`src/hw/hsp_map.vh`:
```
// Purpose: Constants for the host serial port
// Assumes: Included by hsp_host_serial_port.v
// Notes: Command word layout and widths
`ifndef HSP_MAP_VH
`define HSP_MAP_VH
`define HSP_WORD_BITS 16
`define HSP_CMD_RW_BIT 15
`define HSP_CMD_AINC_BIT 12
`define HSP_CMD_ADDR_MSB 11
`define HSP_ADDR_BITS 12
`define HSP_BITCNT_LAST 4'hf
`define HSP_BITCNT_RST 4'h0
`define HSP_ADDR_RST 12'h000
`define HSP_DATA_RST 16'h0000
`endif

```
`src/hw/hsp_host_serial_port.v`:
```
// Purpose: Device-side serial host port with register read/write access
// Assumes: mclk (20 MHz) is far faster than the serial clock; pins are asynchronous
// Notes: Serial output mirrors serial input outside a read through a registered mux select
//
// Overview of operation
// - Port-select low enables port, high gives JTAG
// - Command word is sixteen bits, MSB first
// - Command holds read/write, auto-increment, 12-bit address
// - Sample bits on serial clock rising edge
// - Auto-increment writes successive words to next addresses
// - Reserved command bits are ignored
// - Read data shifted MSB first
// - First read bit after the command's last rising edge
// - Outside reads, input passes straight to output
// - All selected devices accept chained writes
`include "hsp_map.vh"
`timescale 1ns/1ps
`default_nettype none
module hsp_host_serial_port #(
    parameter WORD_BITS = `HSP_WORD_BITS,
    parameter ADDR_BITS = `HSP_ADDR_BITS
) (
    // Clock and reset
    input wire mclk,
    input wire reset,
    // Pins
    input wire port_select_jtag,
    input wire serial_clk,
    input wire chip_select_n,
    input wire serial_in,
    output wire serial_out_loop,
    // JTAG hand-off
    output reg jtag_enable_ff,
    // Register access to device logic
    output reg reg_wr_ff,
    output reg reg_rd_ff,
    output reg [ADDR_BITS-1:0] reg_addr_ff,
    output reg [WORD_BITS-1:0] reg_wdata_ff,
    input wire [WORD_BITS-1:0] reg_rdata,
    // Status
    output reg read_active_ff
);
    // Pin order in the synchroniser bank: clock, chip select, data, port select
    localparam PIN_COUNT = 4;
    // Chip select rests high, so it resets high to avoid a false select
    localparam [PIN_COUNT-1:0] PIN_IDLE = 4'h2;
    wire [PIN_COUNT-1:0] pin_raw;
    wire [PIN_COUNT-1:0] pin_mid;
    wire [PIN_COUNT-1:0] pin_last;
    wire [PIN_COUNT-1:0] pin_state;
    wire sclk_state;
    wire cs_n_state;
    wire sdi_state;
    wire sel_state;
    wire port_owned;
    wire sclk_rise;
    wire sclk_fall;
    wire [WORD_BITS-1:0] word_in;
    wire word_done;
    wire [ADDR_BITS-1:0] addr_step;
    reg [3:0] bit_cnt_ff;
    reg [WORD_BITS-1:0] shift_in_ff;
    reg [WORD_BITS-1:0] shift_out_ff;
    reg have_cmd_ff;
    reg cmd_ainc_ff;
    reg out_bit_ff;
    reg nxt_jtag_enable;
    reg nxt_reg_wr;
    reg nxt_reg_rd;
    reg [ADDR_BITS-1:0] nxt_reg_addr;
    reg [WORD_BITS-1:0] nxt_reg_wdata;
    reg nxt_read_active;
    reg [3:0] nxt_bit_cnt;
    reg [WORD_BITS-1:0] nxt_shift_in;
    reg [WORD_BITS-1:0] nxt_shift_out;
    reg nxt_have_cmd;
    reg nxt_cmd_ainc;
    reg nxt_out_bit;

    assign pin_raw = {port_select_jtag, serial_in, chip_select_n, serial_clk};

    // Three-stage synchronisers; only stages two and three are compared
    genvar gi;
    generate
        for (gi = 0; gi < PIN_COUNT; gi = gi + 1) begin : g_pin_sync
            reg [2:0] sync_ff;
            reg state_ff;
            always @(posedge mclk) begin
                if (reset) begin
                    sync_ff <= {3{PIN_IDLE[gi]}};
                    state_ff <= PIN_IDLE[gi];
                end else begin
                    sync_ff <= {sync_ff[1:0], pin_raw[gi]};
                    // A level counts once the last two stages agree
                    if (sync_ff[1] == sync_ff[2])
                        state_ff <= sync_ff[2];
                end
            end
            assign pin_mid[gi] = sync_ff[1];
            assign pin_last[gi] = sync_ff[2];
            assign pin_state[gi] = state_ff;
        end
    endgenerate

    assign sclk_state = pin_state[0];
    assign cs_n_state = pin_state[1];
    assign sdi_state = pin_state[2];
    assign sel_state = pin_state[3];
    assign port_owned = !sel_state && !cs_n_state;

    // Edges of the bursty serial clock, only while this port owns the pins
    assign sclk_rise = pin_mid[0] && pin_last[0] && !sclk_state && port_owned;
    assign sclk_fall = !pin_mid[0] && !pin_last[0] && sclk_state && port_owned;
    assign word_in = {shift_in_ff[WORD_BITS-2:0], sdi_state};
    assign word_done = sclk_rise && (bit_cnt_ff == `HSP_BITCNT_LAST);
    assign addr_step = {{(ADDR_BITS-1){1'b0}}, cmd_ainc_ff};

    always @* begin
        nxt_jtag_enable = sel_state;
        nxt_reg_wr = 1'b0;
        nxt_reg_rd = 1'b0;
        nxt_reg_addr = reg_addr_ff;
        nxt_reg_wdata = reg_wdata_ff;
        nxt_read_active = read_active_ff;
        nxt_bit_cnt = bit_cnt_ff;
        nxt_shift_in = shift_in_ff;
        nxt_shift_out = shift_out_ff;
        nxt_have_cmd = have_cmd_ff;
        nxt_cmd_ainc = cmd_ainc_ff;
        nxt_out_bit = out_bit_ff;
        if (!port_owned) begin
            // Deselect ends any access and drops half-received words
            nxt_bit_cnt = `HSP_BITCNT_RST;
            nxt_have_cmd = 1'b0;
            nxt_read_active = 1'b0;
        end else begin
            if (sclk_rise) begin
                nxt_bit_cnt = bit_cnt_ff + 4'h1;
                nxt_shift_in = word_in;
            end
            if (word_done && !have_cmd_ff) begin
                // Reserved bits 14..13 are never looked at
                nxt_have_cmd = 1'b1;
                nxt_cmd_ainc = word_in[`HSP_CMD_AINC_BIT];
                nxt_reg_addr = word_in[`HSP_CMD_ADDR_MSB:0];
                if (word_in[`HSP_CMD_RW_BIT]) begin
                    nxt_read_active = 1'b1;
                    nxt_reg_rd = 1'b1;
                end
            end else if (word_done && !read_active_ff) begin
                // Every selected device writes, so chained writes land together
                nxt_reg_wr = 1'b1;
                nxt_reg_wdata = word_in;
                nxt_have_cmd = cmd_ainc_ff;
            end else if (word_done) begin
                nxt_have_cmd = cmd_ainc_ff;
                nxt_read_active = cmd_ainc_ff;
                nxt_reg_rd = cmd_ainc_ff;
            end
            // With auto-increment set, address steps the cycle after each access strobe
            if (reg_wr_ff || reg_rd_ff)
                nxt_reg_addr = reg_addr_ff + addr_step;
            if (reg_rd_ff) begin
                // Read data lands a cycle after the strobe; MSB goes out at once
                nxt_shift_out = {reg_rdata[WORD_BITS-2:0], 1'b0};
                nxt_out_bit = reg_rdata[WORD_BITS-1];
            end else if (sclk_fall && read_active_ff && bit_cnt_ff != `HSP_BITCNT_RST) begin
                nxt_out_bit = shift_out_ff[WORD_BITS-1];
                nxt_shift_out = {shift_out_ff[WORD_BITS-2:0], 1'b0};
            end
        end
    end

    always @(posedge mclk) begin
        if (reset) begin
            jtag_enable_ff <= 1'b0;
            reg_wr_ff <= 1'b0;
            reg_rd_ff <= 1'b0;
            reg_addr_ff <= `HSP_ADDR_RST;
            reg_wdata_ff <= `HSP_DATA_RST;
            read_active_ff <= 1'b0;
            bit_cnt_ff <= `HSP_BITCNT_RST;
            shift_in_ff <= `HSP_DATA_RST;
            shift_out_ff <= `HSP_DATA_RST;
            have_cmd_ff <= 1'b0;
            cmd_ainc_ff <= 1'b0;
            out_bit_ff <= 1'b0;
        end else begin
            jtag_enable_ff <= nxt_jtag_enable;
            reg_wr_ff <= nxt_reg_wr;
            reg_rd_ff <= nxt_reg_rd;
            reg_addr_ff <= nxt_reg_addr;
            reg_wdata_ff <= nxt_reg_wdata;
            read_active_ff <= nxt_read_active;
            bit_cnt_ff <= nxt_bit_cnt;
            shift_in_ff <= nxt_shift_in;
            shift_out_ff <= nxt_shift_out;
            have_cmd_ff <= nxt_have_cmd;
            cmd_ainc_ff <= nxt_cmd_ainc;
            out_bit_ff <= nxt_out_bit;
        end
    end

    // Loop-through is a pure wire path for zero-latency chaining; only the select is registered
    assign serial_out_loop = read_active_ff ? out_bit_ff : serial_in;
endmodule
`default_nettype wire

```
`config.mk`:
```
export PLATFORM = sky130hd
export DESIGN_NAME = hsp_host_serial_port
export DESIGN_NICKNAME = d
export VERILOG_FILES = /design/src/hw/hsp_host_serial_port.v
export VERILOG_INCLUDE_DIRS = /design/src /design/src/hw
export SDC_FILE = /design/constraint.sdc
export NUM_CORES = 1
export LEC_CHECK = 0
export ABC_AREA = 1
export BUFFER_PORTS_ARGS = -buffer_cell sky130_fd_sc_hd__buf_4
export CAP_MARGIN = 10
export CORE_ASPECT_RATIO = 0.7
export CORE_MARGIN = 2
export CORE_UTILIZATION = 49
export CTS_CLUSTER_DIAMETER = 60
export DETAILED_ROUTE_END_ITERATION = 12
export PLACE_DENSITY_LB_ADDON = 0.15
export SLEW_MARGIN = 15
export SYNTH_ARGS = -nofsm -noshare
export SYNTH_HDL_FRONTEND = slang
export SYNTH_SLANG_ARGS = --single-unit
```
`constraint.sdc`:
```
create_clock -name mclk -period 1.7 [get_ports mclk]
set_input_delay 0.17 -clock mclk [delete_from_list [all_inputs] [get_ports mclk]]
set_output_delay 0.17 -clock mclk [all_outputs]
set_load 0.03 [all_outputs]
```
==> results.json, run 1 <==
{
  "status": "complete, no violations",
  "place_inst": 673,
  "final_common_cell": "nand2_1",
  "portBuffers": 54,
  "clk_latency_ns": 0.36,
  "syn_avg_cell_area_um2": 7.05,
  "crit_family": "buffers and inverters",
  "synth_nets": 563,
  "area_growth_pct": 20.8,
  "layout.nets": 621,
  "die_w_um": 109,
  "powerDensity_nw_per_um2": 825,
  "final_cells": 696,
  "numCtsBuffers": 9,
  "min_path_cells": 2,
  "ys_seq_area_share_pct": 45.1,
  "wl_per_cell_um": 11.4,
  "die_y_um": 77.4,
  "grt_pass1_vias": 2953,
  "grt_max_degree": 34,
  "io_pins": 55,
  "ant_nets": 0,
  "synthCells": 535,
  "rsz0062_at_grt": "false",
  "ir_worst_vdd_mv": 0.494,
  "max_slew_margin_pct": 70.3,
  "synth_ff_type": "dfxtp_1",
  "finalHoldViolCount": 0,
  "start_util_pct": 51.1,
  "grt_pass1_wl_um": 13200,
  "core_area_um2": 7380,
  "skew_ns": 0.00903,
  "insertedDiodeCount": 0,
  "critPathBufInv": 3,
  "p_total_mw": 3.76,
  "drv_slew": 0,
  "drt_iter0_drc": 172,
  "rows": 26,
  "netlist.area_leader.share_pct": 45.1,
  "root_buffer": "clkbuf_8",
  "htree_levels": 3,
  "worstReg2RegEnd": "shift_in_ff[3]$_SDFFE_PP0P_",
  "min_period_ns": 1.59,
  "clkTransAtPathRegs_ns": 0.09,
  "die-area_um2": 8430,
  "path_cells": "ha_1 > nand2_1 > nor2_4 > buf_4 > clkinvlp_4 > buf_4 > o21ai_0 > a21oi_1",
  "post-route-util_pct": 61.7,
  "min_from": "reset",
  "cts_sinks": 85,
  "cpMostUsedCell": "buf_4",
  "drive_gt1_share_pct": 17.4,
  "r2r-start": "g_pin_sync[0].sync_ff[2]$_SDFF_PP0_",
  "fin_tns_setup_ns": 0,
  "worst_pin_slew_ns": 0.445,
  "slowest_stage": "dfxtp_1",
  "ys_ff_latch": 85,
  "netlist_area_um2": 3770,
  "synth.largest_area_cell": "dfxtp_1",
  "vias": 3352,
  "critPathArrivalTime_ns": 1.84,
  "drt_wl_total_um": 7950,
  "synth_edf_count": 0,
  "critPathLaunchType": "flip-flop",
  "hold_class": "input port to flip-flop",
  "path_class": "flip-flop to flip-flop",
  "cp_max_fo": 8,
  "total_leakage_power_nw": 2.01,
  "synth_area_leaders": "dfxtp_1, nand2_1, nor2_1",
  "maxCapViolations": 0,
  "gp_congestion": 0.872,
  "r2r_cells": 8,
  "cts_tree": "built",
  "track_usage_pct": 19.5,
  "clockBufferDepth": 2,
  "drc_errors": 0,
  "first_pass_iters": 4,
  "worstHoldEndpoint": "reg_addr_ff[2]$_SDFFE_PP0P_",
  "gr-total-overflow": 0,
  "detailed_place_hpwl_um": 5480,
  "yosysWarnings": 0,
  "synthDistinctLibCells": 29,
  "regToRegSetupSlack_ns": 0.11,
  "final.period_utilization_pct": 93.4,
  "synthArstFlopShare_pct": 0,
  "antenna_found_initial": 0,
  "final_cell_mix": "nand2_1, nor2_1, dfxtp_1",
  "fmax_mhz": 630,
  "vias_per_cell": 4.82,
  "critPathRequiredTime_ns": 1.95,
  "crit_path_end_kind": "flip-flop",
  "setup_viol": 0,
  "max_stage_delay_ns": 0.35
}
[logic make-up after synthesis]
logic type	count (synthesis)	share of synthesized area (%)
xor+xnor	2	0.464
simple gates	300	33.6
fa+ha+maj	6	1.99
compound gates	62	9.68
buf+inv	80	9.22
flops	85	45.1
[per-layer routing]
metal,vias up,GRT usage (%),wire (µm)
li1,1788,-,-
met1,1499,25.1,3920
met2,60,31.7,3600
met3,5,5.13,380
met4,0,6.28,41
met5,-,0,0
[worst max path at each step]
stage,startpoint,endpoint,slack (ns),cells past startpoint
2_1_floorplan,reg_addr_ff[0]$_SDFFE_PP0P_,reg_addr_ff[10]$_SDFFE_PP0P_,0.12,9
3_3_place_gp,g_pin_sync[0].sync_ff[2]$_SDFF_PP0_,bit_cnt_ff[3]$_SDFFE_PP0P_,0.16,7
3_5_place_dp,g_pin_sync[0].sync_ff[2]$_SDFF_PP0_,bit_cnt_ff[3]$_SDFFE_PP0P_,0.09,7
4_1_cts,g_pin_sync[0].sync_ff[2]$_SDFF_PP0_,bit_cnt_ff[3]$_SDFFE_PP0P_,0.06,7
5_1_grt,bit_cnt_ff[0]$_SDFFE_PP0P_,reg_addr_ff[5]$_SDFFE_PP0P_,0.02,8
6_report,g_pin_sync[0].sync_ff[2]$_SDFF_PP0_,shift_in_ff[3]$_SDFFE_PP0P_,0.11,8
[cells in the mapped netlist, types with 2 or more instances]
master and number:
dfxtp_1 85, buf_4 3, a211oi_1 16, nand2_1 123, buf_2 11, or2_2 4
xor2_1 2, clkbuf_1 7, o21ai_0 25, nor2_4 2, nor2_1 120, a21oi_1 17
clkinv_1 2, nand2_2 2, buf_6 3, nand3_1 41, inv_1 54, ha_1 6
nand2_4 2
[registers in the layout (all words and copies together), names as in the netlist]
signal	flops
bit_cnt_ff	4
jtag_enable_ff	1
reg_addr_ff	12
cmd_ainc_ff	1
cs_n_state	1
reg_wr_ff	1
reg_rd_ff	1
reg_wdata_ff	16
have_cmd_ff	1
g_pin_sync.sync_ff	12
shift_in_ff	15
read_active_ff	1
out_bit_ff	1
g_pin_sync.state_ff	3
shift_out_ff	15
[final cells by class]
class | count | area (µm²)
fill | 684 | 2830
multi-input combinational | 370 | 1730
sequential | 85 | 1700
timing repair buffer | 70 | 553
inverter | 56 | 214
clock buffer | 10 | 138
tap | 98 | 123
clock inverter | 6 | 92.6
timing repair inverter | 1 | 5.00
[per-stage QoR]
| step | setup slack (ns) | hold slack, ns | cell area, µm² |
|---|---|---|---|
| after global routing | 0.0166 | 0.00551 | 4560 |
| after global placement | 0.156 | 0.362 | 4260 |
| after detailed placement | 0.0919 | 0.361 | 4260 |
| after CTS | 0.0648 | 0.000609 | 4500 |
| final | 0.112 | 0.00504 | 4560 |
| after floorplan | 0.119 | 0.253 | 3770 |
[power breakdown]
part           internal [mW]  switching, mW
clock                  0.878          0.768
sequential              2.00        0.00498
combinational         0.0525         0.0550
total                   2.93          0.828
[what timing repair did]
item / in CTS / in global routing
buffers inserted: 0 / 5
gates resized for setup: 0 / 4
hold buffers: 1 / 0
endpoints found under the setup margin: 0 / 9
endpoints found under the hold margin: 1 / 0
(Power assumes the default switching activity.)
==> inputs of run 2 (changes only) <==
==> constraint.sdc (replaced) <==
create_clock -name mclk -period 1.7 [get_ports mclk]
set_input_delay 0.255 -clock mclk [delete_from_list [all_inputs] [get_ports mclk]]
set_output_delay 0.255 -clock mclk [all_outputs]
set_load 0.03 [all_outputs]
==> results.json, run 2 (synthesized netlist as in run 1, its figures left out) <==
{
  "total_leakage_power_nw": 2.01,
  "antenna_found_initial": 0,
  "die-area_um2": 8430,
  "ir_worst_vdd_mv": 0.494,
  "grt_pass1_vias": 2952,
  "final_cell_mix": "nand2_1, nor2_1, dfxtp_1",
  "numCtsBuffers": 9,
  "setup_viol": 0,
  "clockBufferDepth": 2,
  "root_buffer": "clkbuf_8",
  "fin_tns_setup_ns": 0,
  "min_period_ns": 1.59,
  "regToRegSetupSlack_ns": 0.11,
  "clkTransAtPathRegs_ns": 0.09,
  "core_area_um2": 7380,
  "skew_ns": 0.00901,
  "start_util_pct": 51.1,
  "place_inst": 673,
  "cp_max_fo": 8,
  "min_path_cells": 2,
  "fmax_mhz": 631,
  "postCtsHoldBufs": 0,
  "final_common_cell": "nand2_1",
  "area_growth_pct": 20.5,
  "multi_input_area_um2": 1730,
  "drt_iter0_drc": 166,
  "vias": 3348,
  "grt_max_degree": 34,
  "max_slew_margin_pct": 70.3,
  "die_w_um": 109,
  "powerDensity_nw_per_um2": 826,
  "worstHoldEndpoint": "g_pin_sync[1].sync_ff[0]$_SDFF_PP1_",
  "cts_tree": "built",
  "r2r-start": "g_pin_sync[0].sync_ff[2]$_SDFF_PP0_",
  "drv_slew": 0,
  "insertedDiodeCount": 0,
  "wl_per_cell_um": 11.4,
  "htree_levels": 3,
  "first_pass_iters": 4,
  "crit_path_end_kind": "flip-flop",
  "hold_class": "input port to flip-flop",
  "rows": 26,
  "r2r_cells": 8,
  "rsz0062_at_grt": "false",
  "path_class": "flip-flop to flip-flop",
  "fin_area_um2": 4550,
  "layout.nets": 620,
  "largest_reg_flops": 16,
  "die_y_um": 77.4,
  "drive_gt1_share_pct": 17.4,
  "regArea_um2": 1700,
  "fillCellCount": 685,
  "portBuffers": 54,
  "critPathArrivalTime_ns": 1.84,
  "largest_register": "reg_wdata_ff",
  "placed_area_um2": 4260,
  "vias_per_cell": 4.82,
  "finalHoldViolCount": 0,
  "track_usage_pct": 19.5,
  "detailed_place_hpwl_um": 5480,
  "gp_congestion": 0.872,
  "io_pins": 55,
  "grt_pass1_wl_um": 13200,
  "drc_errors": 0,
  "worstReg2RegEnd": "shift_in_ff[3]$_SDFFE_PP0P_",
  "final.period_utilization_pct": 93.3,
  "gr-total-overflow": 0,
  "cts_sinks": 85,
  "status": "complete, no violations",
  "top_regs": "reg_wdata_ff (16), shift_in_ff (15), shift_out_ff (15)",
  "critPathRequiredTime_ns": 1.95,
  "ant_nets": 0,
  "drt_wl_total_um": 7930,
  "min_from": "chip_select_n",
  "maxCapViolations": 0,
  "clk_latency_ns": 0.36,
  "critPathLaunchType": "flip-flop",
  "worst_pin_slew_ns": 0.444,
  "final_cells": 695
}
run 2: critical path: stages, from the launching register on:
cell and delay (ns):
dfxtp_1 0.35, ha_1 0.15, nand2_1 0.08, nor2_4 0.22
buf_4 0.18, clkinvlp_4 0.10, buf_4 0.17, o21ai_0 0.15
a21oi_1 0.06
run 2: how the worst max path moves through the flow:
stage,endpoint,cells past startpoint,start,slack [ns]
detailed placement,bit_cnt_ff[3]$_SDFFE_PP0P_,7,g_pin_sync[0].sync_ff[2]$_SDFF_PP0_,0.09
CTS,bit_cnt_ff[3]$_SDFFE_PP0P_,7,g_pin_sync[0].sync_ff[2]$_SDFF_PP0_,0.06
global route,reg_addr_ff[5]$_SDFFE_PP0P_,8,bit_cnt_ff[0]$_SDFFE_PP0P_,0.02
finish,shift_in_ff[3]$_SDFFE_PP0P_,8,g_pin_sync[0].sync_ff[2]$_SDFF_PP0_,0.11
floorplan,reg_addr_ff[10]$_SDFFE_PP0P_,9,reg_addr_ff[0]$_SDFFE_PP0P_,0.12
global placement,bit_cnt_ff[3]$_SDFFE_PP0P_,7,g_pin_sync[0].sync_ff[2]$_SDFF_PP0_,0.16
run 2: metal layers:
metal	GRT usage, %	part of all wire [%]
met1	25.1	49
met2	31.7	46
met3	5.13	4.4
met4	6.28	0.52
met5	0	0
run 2: cell type report:
class	count	area share, %
repair buffers	69	11.9
clock inverters	6	2.04
repair inverters	1	0.110
clock buffers	10	3.03
well taps	98	2.70
inverters	56	4.71
flip-flops and latches	85	37.5
multi-input cells	370	38.0
run 2: through the flow:
stage          setup WS [ns]  hold WS [ns]  power (mW)  util, %
3_3_place_gp           0.156         0.392        2.16     57.7
3_5_place_dp          0.0919         0.393        2.16     57.7
6_report               0.114        0.0813        3.75     61.6
4_1_cts               0.0648        0.0696        3.80     60.9
5_1_grt               0.0166        0.0905        3.89     61.6
2_1_floorplan          0.119         0.338        2.10        -
run 2: where the power goes:
part	total [mW]	internal, mW	switching (mW)
registers	2.01	2.00	0.00498
logic	0.106	0.0510	0.0546
clock network	1.64	0.878	0.765
total	3.75	2.93	0.825
run 2: what timing repair did:
item	4_1_cts	5_1_grt
setup endpoints to repair	0	9
resized for setup	0	4
setup buffers	0	5
